[src/tes_pkg.sv]
package tes_pkg;

	// Field widths
	localparam int PTR_W = 64;
	localparam int LEN_W = 17;
	localparam int ACC_W = 24;
	localparam int CODE_W = 8;

	// Completion codes carried in events
	localparam logic [CODE_W-1:0] CC_NONE = 8'h00;
	localparam logic [CODE_W-1:0] CC_SUCCESS = 8'h01;
	localparam logic [CODE_W-1:0] CC_STALL = 8'h06;
	localparam logic [CODE_W-1:0] CC_SHORT = 8'h0D;

	// Reset values
	localparam logic [ACC_W-1:0] ACC_RESET = 24'h000000;
	localparam logic [LEN_W-1:0] LEN_ZERO = 17'h00000;

	// Kind of ring entry being retired
	typedef enum logic [1:0] {
		TRB_NORMAL,
		TRB_SETUP,
		TRB_EVDATA,
		TRB_LINK
	} tes_trb_kind_t;

	// Endpoint context state
	typedef enum logic [1:0] {
		EP_STOPPED,
		EP_RUNNING,
		EP_HALTED
	} tes_endpoint_state_field_t;

	// One retired ring entry with its bus outcome
	typedef struct packed {
		logic [PTR_W-1:0] ptr;
		tes_trb_kind_t kind;
		logic completion_interrupt_flag;
		logic short_packet_interrupt_flag;
		logic last;
		logic [LEN_W-1:0] len;
		logic [LEN_W-1:0] residue;
		logic short_pkt;
		logic [CODE_W-1:0] err_code;
		logic stall;
	} tes_trb_t;

	// Transfer event handed to the event ring
	typedef struct packed {
		logic [PTR_W-1:0] ptr;
		logic [CODE_W-1:0] code;
		logic [ACC_W-1:0] len;
		logic ed;
	} tes_event_t;

endpackage : tes_pkg

[src/tes_event_data_length_accumulator.sv]
`timescale 1ns/1ns
`default_nettype none

// Running byte count between event data entries
module tes_event_data_length_accumulator
	import tes_pkg::*;
(
	input wire logic clk,
	input wire logic rst,
	input wire logic add_en,
	input wire logic [LEN_W-1:0] add_val,
	input wire logic clear,
	output logic [ACC_W-1:0] acc
);

	logic [ACC_W-1:0] acc_r;
	logic [ACC_W-1:0] acc_nxt;

	// Clear takes priority; report happens from the old value
	always_comb
	begin
		acc_nxt = acc_r;
		if (clear)
			acc_nxt = ACC_RESET;
		else if (add_en)
			acc_nxt = acc_r + ACC_W'(add_val);
	end

	always_ff @(posedge clk)
	begin
		if (rst)
			acc_r <= ACC_RESET;
		else
			acc_r <= acc_nxt;
	end

	assign acc = acc_r;
endmodule : tes_event_data_length_accumulator
`default_nettype wire

[src/tes_ep_fsm.sv]
`timescale 1ns/1ns
`default_nettype none

// Endpoint context state: halt, reset to stopped, doorbell to running
module tes_ep_fsm
	import tes_pkg::*;
(
	input wire logic clk,
	input wire logic rst,
	input wire logic err_halt,
	input wire logic isoch,
	input wire logic reset_ep_ok,
	input wire logic doorbell,
	output tes_endpoint_state_field_t state
);

	tes_endpoint_state_field_t state_r;
	tes_endpoint_state_field_t state_nxt;

	// Next state
	always_comb
	begin
		state_nxt = state_r;
		unique case (state_r)
			EP_RUNNING:
				if (err_halt && !isoch)
					state_nxt = EP_HALTED;
			EP_HALTED:
				if (reset_ep_ok)
					state_nxt = EP_STOPPED;
			EP_STOPPED:
				if (doorbell)
					state_nxt = EP_RUNNING;
			// Unused code falls back to a safe idle state
			default:
				state_nxt = EP_STOPPED;
		endcase
	end

	always_ff @(posedge clk)
	begin
		if (rst)
			state_r <= EP_STOPPED;
		else
			state_r <= state_nxt;
	end

	assign state = state_r;
endmodule : tes_ep_fsm
`default_nettype wire

[src/tes_event_gen.sv]
`timescale 1ns/1ns
`default_nettype none

// Notes on behaviour
// - Short packet gives Short Packet event at that entry, length is residue.
// - No short packet: last entry gives Success event, length zero.
// - Short on flag-only entry: event there, then again at last completion entry.
// - Successful TD with completion flag gives Success event with length zero.
// - Any error forces an event with error code and bytes moved.
// - Early events are Success; data entries report length zero.
// - Early event data entries report accumulator, then clear it.
// - Later completion-flagged entries repeat the completion code and length.
// - Later event data entries report only when parse-all flag is set.
// - Link entry with completion flag reports Success and count zero.
// - Transfer errors halt a non-isochronous endpoint until recovered.
// - Isochronous endpoints never halt; processing moves to next interval.
// - The controller never sends a STALL handshake itself.
// - Received STALL unschedules the ring, halts endpoint, reports Stall Error.
// - STALL answering SETUP reports Stall Error on setup entry and halts.
// - Successful reset endpoint command moves Halted to Stopped, ring stays off until a doorbell.
// - First doorbell in Stopped moves endpoint to Running.
module tes_event_gen
	import tes_pkg::*;
(
	input wire logic REF_CLK,
	input wire logic RESET,
	input wire logic TRB_VALID,
	output logic TRB_READY,
	input wire tes_trb_t TRB_IN,
	input wire logic ISOCH,
	input wire logic PARSE_ALL_EVENT_DATA_FLAG,
	input wire logic RESET_EP_OK,
	input wire logic DOORBELL,
	output logic EVENT_VALID,
	input wire logic EVENT_READY,
	output tes_event_t EVENT_OUT,
	output tes_endpoint_state_field_t ENDPOINT_STATE_FIELD,
	output logic SCHEDULED,
	output logic STALL_HANDSHAKE_EN
);

	tes_endpoint_state_field_t endpoint_state_field;
	logic [ACC_W-1:0] acc;
	logic take;
	logic after_r;
	logic after_nxt;
	logic [CODE_W-1:0] cc_r;
	logic [CODE_W-1:0] cc_nxt;
	logic [ACC_W-1:0] clen_r;
	logic [ACC_W-1:0] clen_nxt;
	logic ev_valid_r;
	logic ev_valid_nxt;
	tes_event_t ev_r;
	tes_event_t ev_nxt;
	logic ev_load;
	logic ev_load_r;
	logic acc_add;
	logic acc_clear;
	logic err_halt;
	logic [LEN_W-1:0] moved;
	logic has_err;

	// Entry accepted only while running and the event slot can take a new one
	assign TRB_READY = (endpoint_state_field == EP_RUNNING) && (!ev_valid_r || EVENT_READY);
	assign take = TRB_VALID && TRB_READY;
	assign moved = TRB_IN.len - TRB_IN.residue;
	assign has_err = TRB_IN.stall || (TRB_IN.err_code != CC_NONE);

	// Event decision per retired entry
	always_comb
	begin
		after_nxt = after_r;
		cc_nxt = cc_r;
		clen_nxt = clen_r;
		ev_load = 1'b0;
		ev_nxt = ev_r;
		ev_nxt.ptr = TRB_IN.ptr;
		acc_add = 1'b0;
		acc_clear = 1'b0;
		err_halt = 1'b0;
		if (take)
		begin
			if (after_r)
			begin
				// Advancing to TD end after the completion event
				if (TRB_IN.kind == TRB_LINK)
				begin
					ev_load = TRB_IN.completion_interrupt_flag;
					ev_nxt.code = CC_SUCCESS;
					ev_nxt.len = ACC_RESET;
					ev_nxt.ed = 1'b0;
				end
				else if (TRB_IN.kind == TRB_EVDATA)
				begin
					ev_load = TRB_IN.completion_interrupt_flag && PARSE_ALL_EVENT_DATA_FLAG;
					ev_nxt.code = cc_r;
					ev_nxt.len = acc;
					ev_nxt.ed = 1'b1;
					acc_clear = ev_load;
				end
				else
				begin
					ev_load = TRB_IN.completion_interrupt_flag;
					ev_nxt.code = cc_r;
					ev_nxt.len = clen_r;
					ev_nxt.ed = 1'b0;
				end
				if (TRB_IN.last)
					after_nxt = 1'b0;
			end
			else if (has_err)
			begin
				// Errors force an event whatever the flags say
				ev_load = 1'b1;
				ev_nxt.code = TRB_IN.stall ? CC_STALL : TRB_IN.err_code;
				ev_nxt.len = ACC_W'(moved);
				ev_nxt.ed = 1'b0;
				err_halt = 1'b1;
				cc_nxt = ev_nxt.code;
				clen_nxt = ev_nxt.len;
				// Isoch skips the rest of the TD up to its last entry
				after_nxt = ISOCH && !TRB_IN.last;
				acc_clear = 1'b1;
			end
			else if (TRB_IN.kind == TRB_LINK)
			begin
				ev_load = TRB_IN.completion_interrupt_flag;
				ev_nxt.code = CC_SUCCESS;
				ev_nxt.len = ACC_RESET;
				ev_nxt.ed = 1'b0;
			end
			else if (TRB_IN.kind == TRB_EVDATA)
			begin
				ev_load = TRB_IN.completion_interrupt_flag;
				ev_nxt.code = CC_SUCCESS;
				ev_nxt.len = acc;
				ev_nxt.ed = 1'b1;
				acc_clear = 1'b1;
			end
			else if (TRB_IN.short_pkt)
			begin
				// Short packet ends data phase of the TD
				ev_load = TRB_IN.short_packet_interrupt_flag || TRB_IN.completion_interrupt_flag;
				ev_nxt.code = CC_SHORT;
				ev_nxt.len = ACC_W'(TRB_IN.residue);
				ev_nxt.ed = 1'b0;
				cc_nxt = CC_SHORT;
				clen_nxt = ACC_W'(TRB_IN.residue);
				after_nxt = !TRB_IN.last;
				acc_add = 1'b1;
			end
			else
			begin
				// Full transfer: residue is zero
				ev_load = TRB_IN.completion_interrupt_flag;
				ev_nxt.code = CC_SUCCESS;
				ev_nxt.len = ACC_RESET;
				ev_nxt.ed = 1'b0;
				acc_add = 1'b1;
				if (TRB_IN.completion_interrupt_flag)
				begin
					cc_nxt = CC_SUCCESS;
					clen_nxt = ACC_RESET;
				end
			end
			if (TRB_IN.last)
				acc_clear = 1'b1;
		end
	end

	// Single event slot drained in order
	always_comb
	begin
		ev_valid_nxt = ev_valid_r;
		if (ev_load)
			ev_valid_nxt = 1'b1;
		else if (EVENT_READY)
			ev_valid_nxt = 1'b0;
	end

	always_ff @(posedge REF_CLK)
	begin
		if (RESET)
		begin
			after_r <= 1'b0;
			cc_r <= CC_NONE;
			clen_r <= ACC_RESET;
			ev_valid_r <= 1'b0;
			ev_r <= '0;
			ev_load_r <= 1'b0;
		end
		else
		begin
			after_r <= after_nxt;
			cc_r <= cc_nxt;
			clen_r <= clen_nxt;
			ev_valid_r <= ev_valid_nxt;
			ev_r <= ev_load ? ev_nxt : ev_r;
			ev_load_r <= ev_load;
		end
	end

	tes_event_data_length_accumulator u_acc (
		.clk(REF_CLK),
		.rst(RESET),
		.add_en(acc_add),
		.add_val(moved),
		.clear(acc_clear),
		.acc(acc)
	);

	tes_ep_fsm u_ep (
		.clk(REF_CLK),
		.rst(RESET),
		.err_halt(err_halt),
		.isoch(ISOCH),
		.reset_ep_ok(RESET_EP_OK),
		.doorbell(DOORBELL),
		.state(endpoint_state_field)
	);

	// Outputs
	assign EVENT_VALID = ev_valid_r;
	assign EVENT_OUT = ev_r;
	assign ENDPOINT_STATE_FIELD = endpoint_state_field;
	assign SCHEDULED = (endpoint_state_field == EP_RUNNING);
	assign STALL_HANDSHAKE_EN = 1'b0;
endmodule : tes_event_gen
`default_nettype wire

[config.mk]
export PLATFORM = sky130hd
export DESIGN_NAME = tes_event_gen
export DESIGN_NICKNAME = d
export VERILOG_FILES = /design/src/tes_pkg.sv /design/src/tes_event_data_length_accumulator.sv /design/src/tes_ep_fsm.sv /design/src/tes_event_gen.sv
export SDC_FILE = /design/constraint.sdc
export NUM_CORES = 1
export LEC_CHECK = 0
export BUFFER_PORTS_ARGS = -buffer_cell sky130_fd_sc_hd__buf_2
export CAP_MARGIN = 5
export CORE_UTILIZATION = 50
export DETAILED_ROUTE_END_ITERATION = 6
export GPL_TIMING_DRIVEN = 0
export PLACE_DENSITY = 0.76
export SLEW_MARGIN = 5
export SYNTH_ARGS = -nofsm -noshare
export SYNTH_HDL_FRONTEND = slang
export SYNTH_SLANG_ARGS = --single-unit
[constraint.sdc]
create_clock -name REF_CLK -period 7.9 [get_ports REF_CLK]
set_clock_uncertainty 0.2 [all_clocks]
set_input_delay 1.185 -clock REF_CLK [delete_from_list [all_inputs] [get_ports REF_CLK]]
set_output_delay 1.185 -clock REF_CLK [all_outputs]
set_load 0.02 [all_outputs]
======== Word level (Yosys, flattened, before mapping) ========
Index checks and enable logic that the tools add are counted.
W data, S select, Z words.
cells by class
  div/mod/pow operators ................... 0
  multiplexer cells ....................... 54
  shift-type cells ........................ 0
  reductions and logical operators ........ 19
  order comparisons ....................... 0
  multipliers ............................. 0
  $add $sub $neg .......................... 2
  bitwise gates (word level) .............. 1
  equal/unequal tests ..................... 9
operators with widths
  operator              count
  $mux W24              5
  $mux W33              3
  $mux W29              3
  $mux W8               6
  $mux W1               32
  $mux W25              1
  $add A24 B17 Y24      1
  $sub A17 B17 Y17      1
  $ne A2 B2 Y1 const B  4
  $reduce_bool A8 Y1    1
  $eq A2 B2 Y1 const B  3
  $mux W2               3
  $pmux W2 S3           1
  $logic_and A1 B1 Y1   5
  $reduce_and A5 Y1     1
  $logic_not A1 Y1      3
  $logic_or A1 B1 Y1    3
  $reduce_and A3 Y1     1
  $reduce_bool A3 Y1    1
  $eq A2 B1 Y1 const B  1
  $logic_not A2 Y1      1
  $ne A2 B1 Y1 const B  1
  $reduce_and A2 Y1     1
  $reduce_bool A2 Y1    1
  other kinds (2)       2
word-level totals
  bits in writable memories ............... 0
  output and inout bits ................... 103
  register bits after elaboration ......... 157
  memories kept ........................... 0
  memory bits (read-only) ................. 0
  bits in latches ......................... 0
  word-level logic and storage cells ...... 95
  input bits .............................. 121

======== Longest topological paths before layout ========
Gate-level depths: netlist of run 1.
  depth after elaboration ................. 8
  depth in mapped cells ................... 18
  gate-level depth less buffers ........... 17

======== Cells and area by module ========
From an unflattened synthesis of run 1, not the netlist that was laid out.
second synthesis, totals
  cell total of the unflattened synthesis .. 1067
  area, all modules ....................... 8212.9 um2
by module, submodules not included
  module                             instances  area an instance (um2)  cells an instance  sequential area each (um2)
  tes_event_gen                      1          6188.4                  819                2482.4
  tes_event_data_length_accumulator  1          1935.6                  240                480.5
  tes_ep_fsm                         1          88.8                    8                  40.0

======== Least setup slack after synthesis of run 1 ========
Ideal clock, no wire load.
  path type ............................... in2reg
  start ................................... input TRB_IN[27] (netlist name)
  end ..................................... register u_acc.acc_r[22] (netlist: u_acc.acc[22])
  arrival time ............................ 4.661 ns
  buffers on the path ..................... 0
  data required time ...................... 7.630 ns
  library setup time ...................... 0.070 ns
  path slack .............................. 2.969 ns
  cell stages on the path ................. 16
  path through ............................ inv_1 -> ha_1 -> fa_1 -> nand2b_1 -> a21oi_1 -> o21ai_1 -> o21a_1 -> or3_1 -> and2_1 -> ha_1 -> nand2_1 -> or3_1 -> nor3_1 -> o21ai_1 -> or4_1 -> a21oi_1
between the ends
  longest elaborated chain between the ends .. 2
RTL lines
  element               RTL line                                 text
  start, declared       tes_event_gen.sv:29                      input wire tes_trb_t TRB_IN,
  $sub A17 B17 Y17      tes_event_gen.sv:66                      assign moved = TRB_IN.len - TRB_IN.residue;
  $add A24 B17 Y24      tes_event_data_length_accumulator.sv:26  acc_nxt = acc_r + ACC_W'(add_val);
  end signal, assigned  tes_event_data_length_accumulator.sv:34  acc_r <= acc_nxt;
  end, declared         tes_event_data_length_accumulator.sv:16  logic [ACC_W-1:0] acc_r;
No other way between the ends.
A chain may end at the register's enable or synchronous reset.

======== Worst setup path in the final report of run 1 ========
  start ................................... input TRB_IN[10] (netlist name)
  end ..................................... register u_acc.acc_r[22] (netlist: u_acc.acc[22])
The elaborated chain is that of the path after synthesis.

==> impl_metrics.csv, run 1 <==
group,metric,value,unit
status,status,"finished, final reports clean",
synth,yosysTopAreaCell,"dfxtp_1",
synth,syn_area,8060,um2
timing,setup_violations,0,
timing,tightest_slew,0.753,ns
clocking,clock_sinks,150,
clocking,post_cts_resized,0,
clocking,cts_tree,"yes",
place,gp_congestion,1.01,
synth,ys.flop_type,"dfxtp_1",
global_routing,grt-ovfl-total,0,
flow_run,cap_viol_max_count,0,
timing,rsz0062_at_grt,"no",
route,drt-total-wl,27.8,mm
synth,syn_inst,1029,
clocking,cts_made_buffers,17,
timing,fin_setup_tns,0,ns
global_routing,grt_pass1_wl,41.4,mm
global_routing,antenna_found_initial,1,
synth,synthTopCellsByCount,"nand2_1, dfxtp_1, a21oi_1, nor2_1, clkbuf_1",
clocking,cts_root_buffer,"clkbuf_16",
route,num_vias,8768,
synth,async_flop_share,0,%
timing,hold_viol,0,
timing,finalCriticalPeriod,5.16,ns
route,wire_per_inst,18.6,um
timing,finalMaxSlewViolations,0,
floorplan,ios,224,
synth,synth_top_area_share,37.3,%
clocking,cts_setup_buffers,0,
clocking,ctsHoldBuffers,0,
cells_and_area,area_growth,24.5,%
route,drtAntennaViolNets,0,
synth,syn-num-nets,1189,
floorplan,rows,46,
route,dr.first_iter.drc_count,720,
floorplan,die_w,129,um
synth,ys_top_cells_by_area,"dfxtp_1, nand2_1, a21oi_1",
place,port_buffers,220,
global_routing,grt_use_total,32.9,%
clocking,clk_pin_slew_worst_paths,0.06,ns
synth,yosysMostFrequentCell,"nand2_1",
critical_path,slowest_stage,"or4_1",
cells_and_area,drive_gt1_share,22.2,%
critical_path,crit_chain,"buf_2 -> ha_1 -> fa_1 -> nand2b_1 -> a21oi_1 -> o21ai_1 -> o21a_1 -> or3_1 -> and2_1 -> ha_1 -> nand2_1 -> or3_1 -> nor3_1 -> o21ai_1 -> or4_1 -> a21oi_1",
timing,hold_ws,0.248,ns
floorplan,core_area,15800,um2
cells_and_area,finalNetCount,1428,
clocking,clk_path_buf_depth,2,
critical_path,start_kind,"input port",
critical_path,crit_required,8.07,ns
synth,yosysWarningCount,0,
critical_path,crit_type,"input port to register",
synth,netlist-cell-type-count,71,
synth,synth_area_per_cell,7.83,um2
cells_and_area,final_util,63.4,%
critical_path,slowest_delay,0.48,ns
global_routing,grt_pass1_vias,7755,
critical_path,cp.arrival,5.33,ns
route,drc,0,
synth,synth_edf_count,0,
timing,relSlewSlack,49.8,%
pwr,p_leak,4.37,nW
cells_and_area,fillers,1480,
floorplan,dieArea,16600,um2
hold_path,min_path_type,"register to register",
critical_path,end_kind,"register",
pwr,p_per_area,203,nW/um2
critical_path,critical-path-top-delay-family,"simple AND/OR/NAND/NOR gates",
floorplan,die_h,129,um
route,viasPerCell,5.85,
timing,fin_crit_sh,65.3,%
route,drtPass1Iterations,4,
critical_path,cp_max_fo,4,
place,hpwlAfterDp,21.1,mm
critical_path,critPathBufInv,1,
synth,synth-seq-cells,150,
synth,yosysSeqAreaShare,37.3,%
pwr,peakVddDrop,0.000169,V
clocking,clk_latency,0.44,ns
clocking,htreeDepth,4,
timing,max_freq,0.194,GHz
floorplan,start_util,50.9,%
global_routing,grt_max_degree,17,
cell usage in the layout (no fill, tap or decap), drive strengths merged, types with 7 or more instances in the layout:
cell type    n
ha          37
dfxtp      150
a211oi      31
o211ai       8
buf        243
a21o        18
xor2        14
nor2        81
a221o        8
or3          8
o21a        13
nand3       18
a21oi      131
o21ai       42
a31oi        9
and3         8
xnor2       10
nand2b       9
nor3        29
inv         37
a22oi        8
nand2      187
and2        12
clkbuf      61
nand3b       7
a221oi      18
tightest hold or removal path, stage by stage, from the launching register on:
cell and delay [ns]:
dfxtp_1 0.31, nand2_1 0.05, a21oi_1 0.05
flip-flops by register name (all words and copies together), names as in the netlist:
name	flops
after_r	1
u_ep.state	2
EVENT_OUT	97
clen_r	17
cc_r	8
u_acc.acc	24
EVENT_VALID	1
layout make-up:
type                       count  area (um2)  area share, %
tap                          216         270           2.70
antenna                        1        2.50         0.0250
sequential                   150        3000           29.9
clock buffer                  19         453           4.52
inverter                      34         128           1.27
buffer                        65         273           2.72
timing repair buffer         220        1100           11.0
clock inverter                13         145           1.45
multi-input combinational    780        4650           46.4
where the power goes:
| group | switching [mW] | total (mW) | leakage (nW) | internal [mW] |
|---|---|---|---|---|
| Combinational | 0.257 | 0.400 | 2.86 | 0.143 |
| Clock | 0.341 | 0.825 | 0.286 | 0.484 |
| Sequential | 0.0167 | 0.806 | 1.22 | 0.789 |
per-layer routing:
layer	track usage, %	up-vias	part of all wire (%)
li1	-	4174	-
met1	40.2	4021	40
met2	52.5	478	46
met3	9.69	95	10
met4	17.2	0	4.3
met5	0	-	0
per-stage QoR:
stage               cell area, um2  setup WS, ns  total power, mW  instances
floorplan                     8060          2.97             1.07       1029
global placement              9430          2.39             1.20       1465
detailed placement            9430          2.31             1.21       1465
CTS                          10000          2.75             2.02       1497
global route                 10000          2.50             2.11       1498
finish                       10000          2.74             2.03       1498
path summary, 6_finish.rpt:
kind	cells past startpoint	slack [ns]	from	endpoint
setup / recovery	16	2.74	TRB_IN[10]	u_acc.acc[22]
hold / removal	2	0.25	EVENT_OUT[8]	EVENT_OUT[8]
setup reg to reg	9	4.95	u_acc.acc[0]	u_acc.acc[16]
hold reg to reg	2	0.25	EVENT_OUT[8]	EVENT_OUT[8]
kinds of logic after synthesis:
family / share of synthesized area (%)
and+or+nand+nor: 21.6
xor gates and xnor gates: 2.61
other: 0.0466
DFF: 37.3
muxes: 0.249
buffers and inverters: 4.97
AOI/OAI and AO/OA: 27.0
adders and majority gates: 6.24
No activity file was read; power rests on OpenSTA's default activity.
==> run 2: changes to the inputs <==
clock period = 4.8 ns   (was 7.9 ns; I/O delays follow)
==> run 2 against run 1 <==
The run now ends with DRC left. Sequential power up 65%. Count of clock-buffer cells in the layout unchanged. Register-to-register slack worse by 3.1 ns. Critical path type unchanged. Largest cell class unchanged.
==> impl_metrics.csv, run 2 (synthesized netlist as in run 1, its figures left out) <==
group,metric,value,unit
status,status,"complete, but fails checks",
status,violations,"DRC",
cells_and_area,fin_cells,1498,
critical_path,slowest_delay,0.48,ns
global_routing,grt_max_degree,17,
hold_path,min_path_type,"register to register",
cells_and_area,largest_reg_flops,97,
critical_path,critPathBufInv,1,
critical_path,end_kind,"register",
pwr,p_per_area,333,nW/um2
cells_and_area,drive_gt1_share,22.6,%
timing,hold_viol,0,
pwr,finalPower,3.34,mW
flow_run,cap_viol_max_count,0,
clocking,htreeDepth,4,
global_routing,grt_pass1_vias,7755,
timing,relSlewSlack,50.1,%
timing,fin_ws,0.220,ns
global_routing,grt-ovfl-total,0,
place,gp_congestion,1.01,
critical_path,start_kind,"input port",
place,hpwlAfterDp,21.1,mm
cells_and_area,finalNetCount,1428,
place,dp_slack,-0.320,ns
cells_and_area,fillers,1479,
route,drt-total-wl,27.8,mm
clocking,clk_pin_slew_worst_paths,0.06,ns
cells_and_area,area_growth,24.7,%
route,drtPass1Iterations,7,
floorplan,ios,224,
critical_path,crit_type,"input port to register",
floorplan,dieArea,16600,um2
timing,setup_violations,0,
timing,finalMaxSlewViolations,0,
floorplan,core_area,15800,um2
route,drc,1,
cells_and_area,final_common_cell,"buf_2",
floorplan,die_w,129,um
critical_path,cp.arrival,4.75,ns
pwr,peakVddDrop,0.000278,V
timing,tightest_slew,0.749,ns
critical_path,crit_required,4.97,ns
critical_path,slowest_stage,"or4_1",
global_routing,grt_pass1_wl,41.4,mm
floorplan,die_h,129,um
place,port_buffers,220,
global_routing,grt_use_total,32.9,%
clocking,cts_setup_buffers,0,
clocking,clk_path_buf_depth,2,
floorplan,start_util,50.9,%
route,wire_per_inst,18.5,um
route,num_vias,8717,
clocking,cts_root_buffer,"clkbuf_16",
route,drtAntennaViolNets,0,
clocking,cts_made_buffers,17,
timing,hold_ws,0.248,ns
critical_path,crit_chain,"buf_2 -> ha_1 -> fa_1 -> nand2b_1 -> a21oi_2 -> o21ai_1 -> o21a_1 -> or3_1 -> and2_1 -> ha_1 -> nand2_1 -> or3_1 -> nor3_1 -> o21ai_1 -> or4_1 -> a21oi_1",
pwr,p_leak,4.37,nW
place,dp_cells,1465,
route,dr.first_iter.drc_count,755,
clocking,clock_sinks,150,
floorplan,rows,46,
clocking,clk_latency,0.43,ns
cells_and_area,final_cell_mix,"buf_2, nand2_1, dfxtp_1, a21oi_1, nor2_1",
timing,rsz0062_at_grt,"no",
critical_path,critical-path-top-delay-family,"simple AND/OR/NAND/NOR gates",
timing,max_freq,0.218,GHz
timing,finalCriticalPeriod,4.58,ns
global_routing,antenna_found_initial,1,
route,viasPerCell,5.82,
timing,fin_crit_sh,95.4,%
clocking,cts_tree,"yes",
critical_path,cp_max_fo,4,
## run 2: cell counts in the layout (fill, tap and decap cells not counted)
Identical to the previous run, type by type.
## run 2: area by class of cell
cell class	instances	area, um2	area share, %
Inverter	34	128	1.27
Clock buffer	19	453	4.51
Clock inverter	13	145	1.44
Antenna cell	1	2.50	0.0249
Multi-Input combinational cell	780	4670	46.5
Tap cell	216	270	2.69
Sequential cell	150	3000	29.9
Buffer	65	273	2.72
Timing Repair Buffer	220	1100	11.0
## run 2: final timing paths
kind         cells past startpoint       endpoint    startpoint  slack (ns)
max                             16  u_acc.acc[22]    TRB_IN[10]        0.22
min                              2   EVENT_OUT[8]  EVENT_OUT[8]        0.25
max reg2reg                      9  u_acc.acc[16]  u_acc.acc[0]        1.85
min reg2reg                      2   EVENT_OUT[8]  EVENT_OUT[8]        0.25
## run 2: layer usage
metal	GRT usage, %	vias to the layer above	routed length (um)
li1	-	4168	-
met5	0	-	0
met4	17.2	0	1280
met2	52.5	439	12600
met1	40.2	4012	11200
met3	9.69	98	2680
## run 2: report_power, final
group / internal (mW) / total (mW) / switching (mW)
logic: 0.237 / 0.660 / 0.423
clock network: 0.797 / 1.36 / 0.558
registers: 1.30 / 1.33 / 0.0274
total: 2.33 / 3.34 / 1.01
## run 2: worst min-delay path, cell delays in order (launching register included)
cell and delay, ns:
dfxtp_1 0.31, nand2_1 0.05, a21oi_1 0.05
## run 2: through the flow
step	util [%]	TNS [ns]	instance area [um2]
2_1_floorplan	-	0	8060
3_3_place_gp	59.6	-0.246	9430
3_5_place_dp	59.6	-0.361	9430
4_1_cts	63.3	0	10000
5_1_grt	63.5	0	10000
6_report	63.5	0	10000
## run 2: what timing repair did
item / CTS / global route
resized for setup: 0 / 4
hold buffers: 0 / 0
endpoints found under the setup margin: 0 / 2
==> run 3: changes to the inputs <==
CORE_UTILIZATION = 48   (was 50)
clock period = 3.7 ns   (was 4.8 ns; I/O delays follow)
==> run 3 against run 2 <==
The run now ends clean. Via count rose by 3.0%. Sequential power is 29% higher. Utilization increased by 2.9 points. Critical path type unchanged.
==> impl_metrics.csv, run 3 (synthesized netlist as in run 1, its figures left out) <==
group,metric,value,unit
status,status,"finished, final reports clean",
timing,tightest_slew,0.775,ns
pwr,p_leak,4.56,nW
cells_and_area,largest_reg_flops,97,
route,num_vias,8981,
floorplan,ios,224,
critical_path,crit_required,3.87,ns
cells_and_area,area_growth,32.7,%
cells_and_area,fin_cells,1516,
timing,relSlewSlack,48.3,%
critical_path,cp_common_cell,"ha_4",
clocking,clk_pin_slew_worst_paths,0.06,ns
critical_path,slowest_stage,"or4_1",
critical_path,r2r_start,"u_acc.acc[0]",
floorplan,die_w,132,um
pwr,clkPwrFrac,40.6,%
hold_path,hold_end,"after_r",
hold_path,hp-start,"TRB_IN[44]",
critical_path,critical-path-top-delay-family,"simple AND/OR/NAND/NOR gates",
pwr,p_int,3.25,mW
global_routing,grt_pass1_vias,8077,
cells_and_area,final_cell_mix,"buf_2, nand2_1, dfxtp_1, a21oi_1, nor2_1",
clocking,cts_tree,"yes",
hold_path,min_path_cells,2,
route,drtAntennaViolNets,0,
place,dp_cells,1465,
clocking,clk_path_buf_depth,2,
clocking,cts_root_buffer,"clkbuf_16",
clocking,cts_made_buffers,17,
timing,finalMaxSlewViolations,0,
global_routing,grt-ovfl-total,0,
timing,hold_viol,0,
critical_path,start_kind,"input port",
timing,finalCriticalPeriod,3.69,ns
timing,fin_ws,0.0144,ns
critical_path,slowest_delay,0.40,ns
clocking,htreeDepth,4,
critical_path,critPathBufInv,2,
place,port_buffers,220,
critical_path,r2r-end,"u_acc.acc[20]",
floorplan,core_area,16100,um2
clocking,clock_sinks,150,
timing,setup_violations,0,
cells_and_area,drive_gt1_share,27.9,%
pwr,netSwitchingFraction,29.3,%
timing,rsz0062_at_grt,"yes",
timing,fin_crit_sh,99.6,%
global_routing,antenna_found_initial,0,
pwr,switchingPower,1.35,mW
critical_path,r2r_cells,10,
place,dp_slack,-0.656,ns
place,gp_congestion,0.990,
critical_path,crit_type,"input port to register",
critical_path,end_kind,"register",
route,drt-total-wl,28.7,mm
flow_run,cap_viol_max_count,0,
timing,fin_setup_tns,0,ns
floorplan,die_h,132,um
global_routing,grt_use_total,32.2,%
timing,max_freq,0.271,GHz
floorplan,start_util,50.0,%
global_routing,grt_max_degree,17,
cells_and_area,finalNetCount,1447,
pwr,sequentialPowerShare,37.4,%
global_routing,grt_pass1_wl,43.6,mm
timing,hold_ws,0.130,ns
floorplan,dieArea,17300,um2
critical_path,cp_max_fo,4,
pwr,peakVddDrop,0.000300,V
floorplan,rows,46,
critical_path,cp.arrival,3.85,ns
route,wire_per_inst,18.9,um
cells_and_area,antennaDiodeCount,0,
route,dr.first_iter.drc_count,771,
cells_and_area,final_common_cell,"buf_2",
place,hpwlAfterDp,21.3,mm
route,drc,0,
critical_path,crit_chain,"buf_8 -> inv_12 -> ha_4 -> fa_2 -> nand2b_4 -> a21oi_4 -> o21ai_4 -> o21a_1 -> or3_1 -> and2_4 -> ha_4 -> nand2_4 -> or3_4 -> nor3_4 -> o21ai_2 -> or4_1 -> a21oi_1",
critical_path,r2r_slack,0.82,ns
pwr,pwr-share-comb,21.9,%
hold_path,min_path_type,"input port to register",
pwr,p_per_area,430,nW/um2
route,drtPass1Iterations,5,
route,viasPerCell,5.92,
clocking,clk_latency,0.43,ns
[run 3: how the worst max path moves through the flow]
stage / startpoint / endpoint / slack (ns) / depth (start not counted)
floorplan: TRB_IN[27] / u_acc.acc[22] / -0.16 / 16
global placement: TRB_IN[27] / u_acc.acc[22] / -0.61 / 17
detailed placement: TRB_IN[16] / u_acc.acc[22] / -0.66 / 16
CTS: TRB_IN[27] / u_acc.acc[22] / -0.05 / 17
global route: TRB_IN[27] / u_acc.acc[17] / -0.10 / 18
finish: TRB_IN[27] / u_acc.acc[22] / 0.01 / 17
[run 3: power groups by stage]
stage | logic, mW | registers (mW) | clock network [mW]
floorplan | 0.512 | 1.81 | 0
global placement | 0.863 | 1.75 | 0
detailed placement | 0.872 | 1.75 | 0
CTS | 0.894 | 1.72 | 1.87
global route | 1.08 | 1.73 | 1.95
finish | 1.01 | 1.72 | 1.87
[run 3: per-stage QoR]
stage          power, mW  utilization (%)  cell area [um2]
6_report            4.60             66.3            10700
5_1_grt             4.75             66.3            10700
4_1_cts             4.48             63.9            10300
3_5_place_dp        2.63             59.6             9600
3_3_place_gp        2.62             59.6             9600
2_1_floorplan       2.33                -             8230
[run 3: timing repair]
item / in CTS / in global routing
pin swaps: 7 / 36
setup endpoints to repair: 10 / 14
resized for setup: 13 / 55
hold buffers: 0 / 0
buffers inserted: 2 / 18
gates cloned: 0 / 0
[run 3: cell type report]
class	instances	area, um2
clock buffer	22	464
inverter	34	143
sequential	150	3000
tap	216	270
multi-input combinational	780	5090
timing repair buffer	240	1280
buffer	64	273
clock inverter	10	168
fill	1344	5420
[run 3: metal layers]
layer	up-vias	track usage, %	share of wire (%)
met4	0	14.0	4.2
li1	4212	-	-
met3	104	6.40	9.2
met1	4143	41.2	40
met5	-	0	0
met2	522	52.3	46
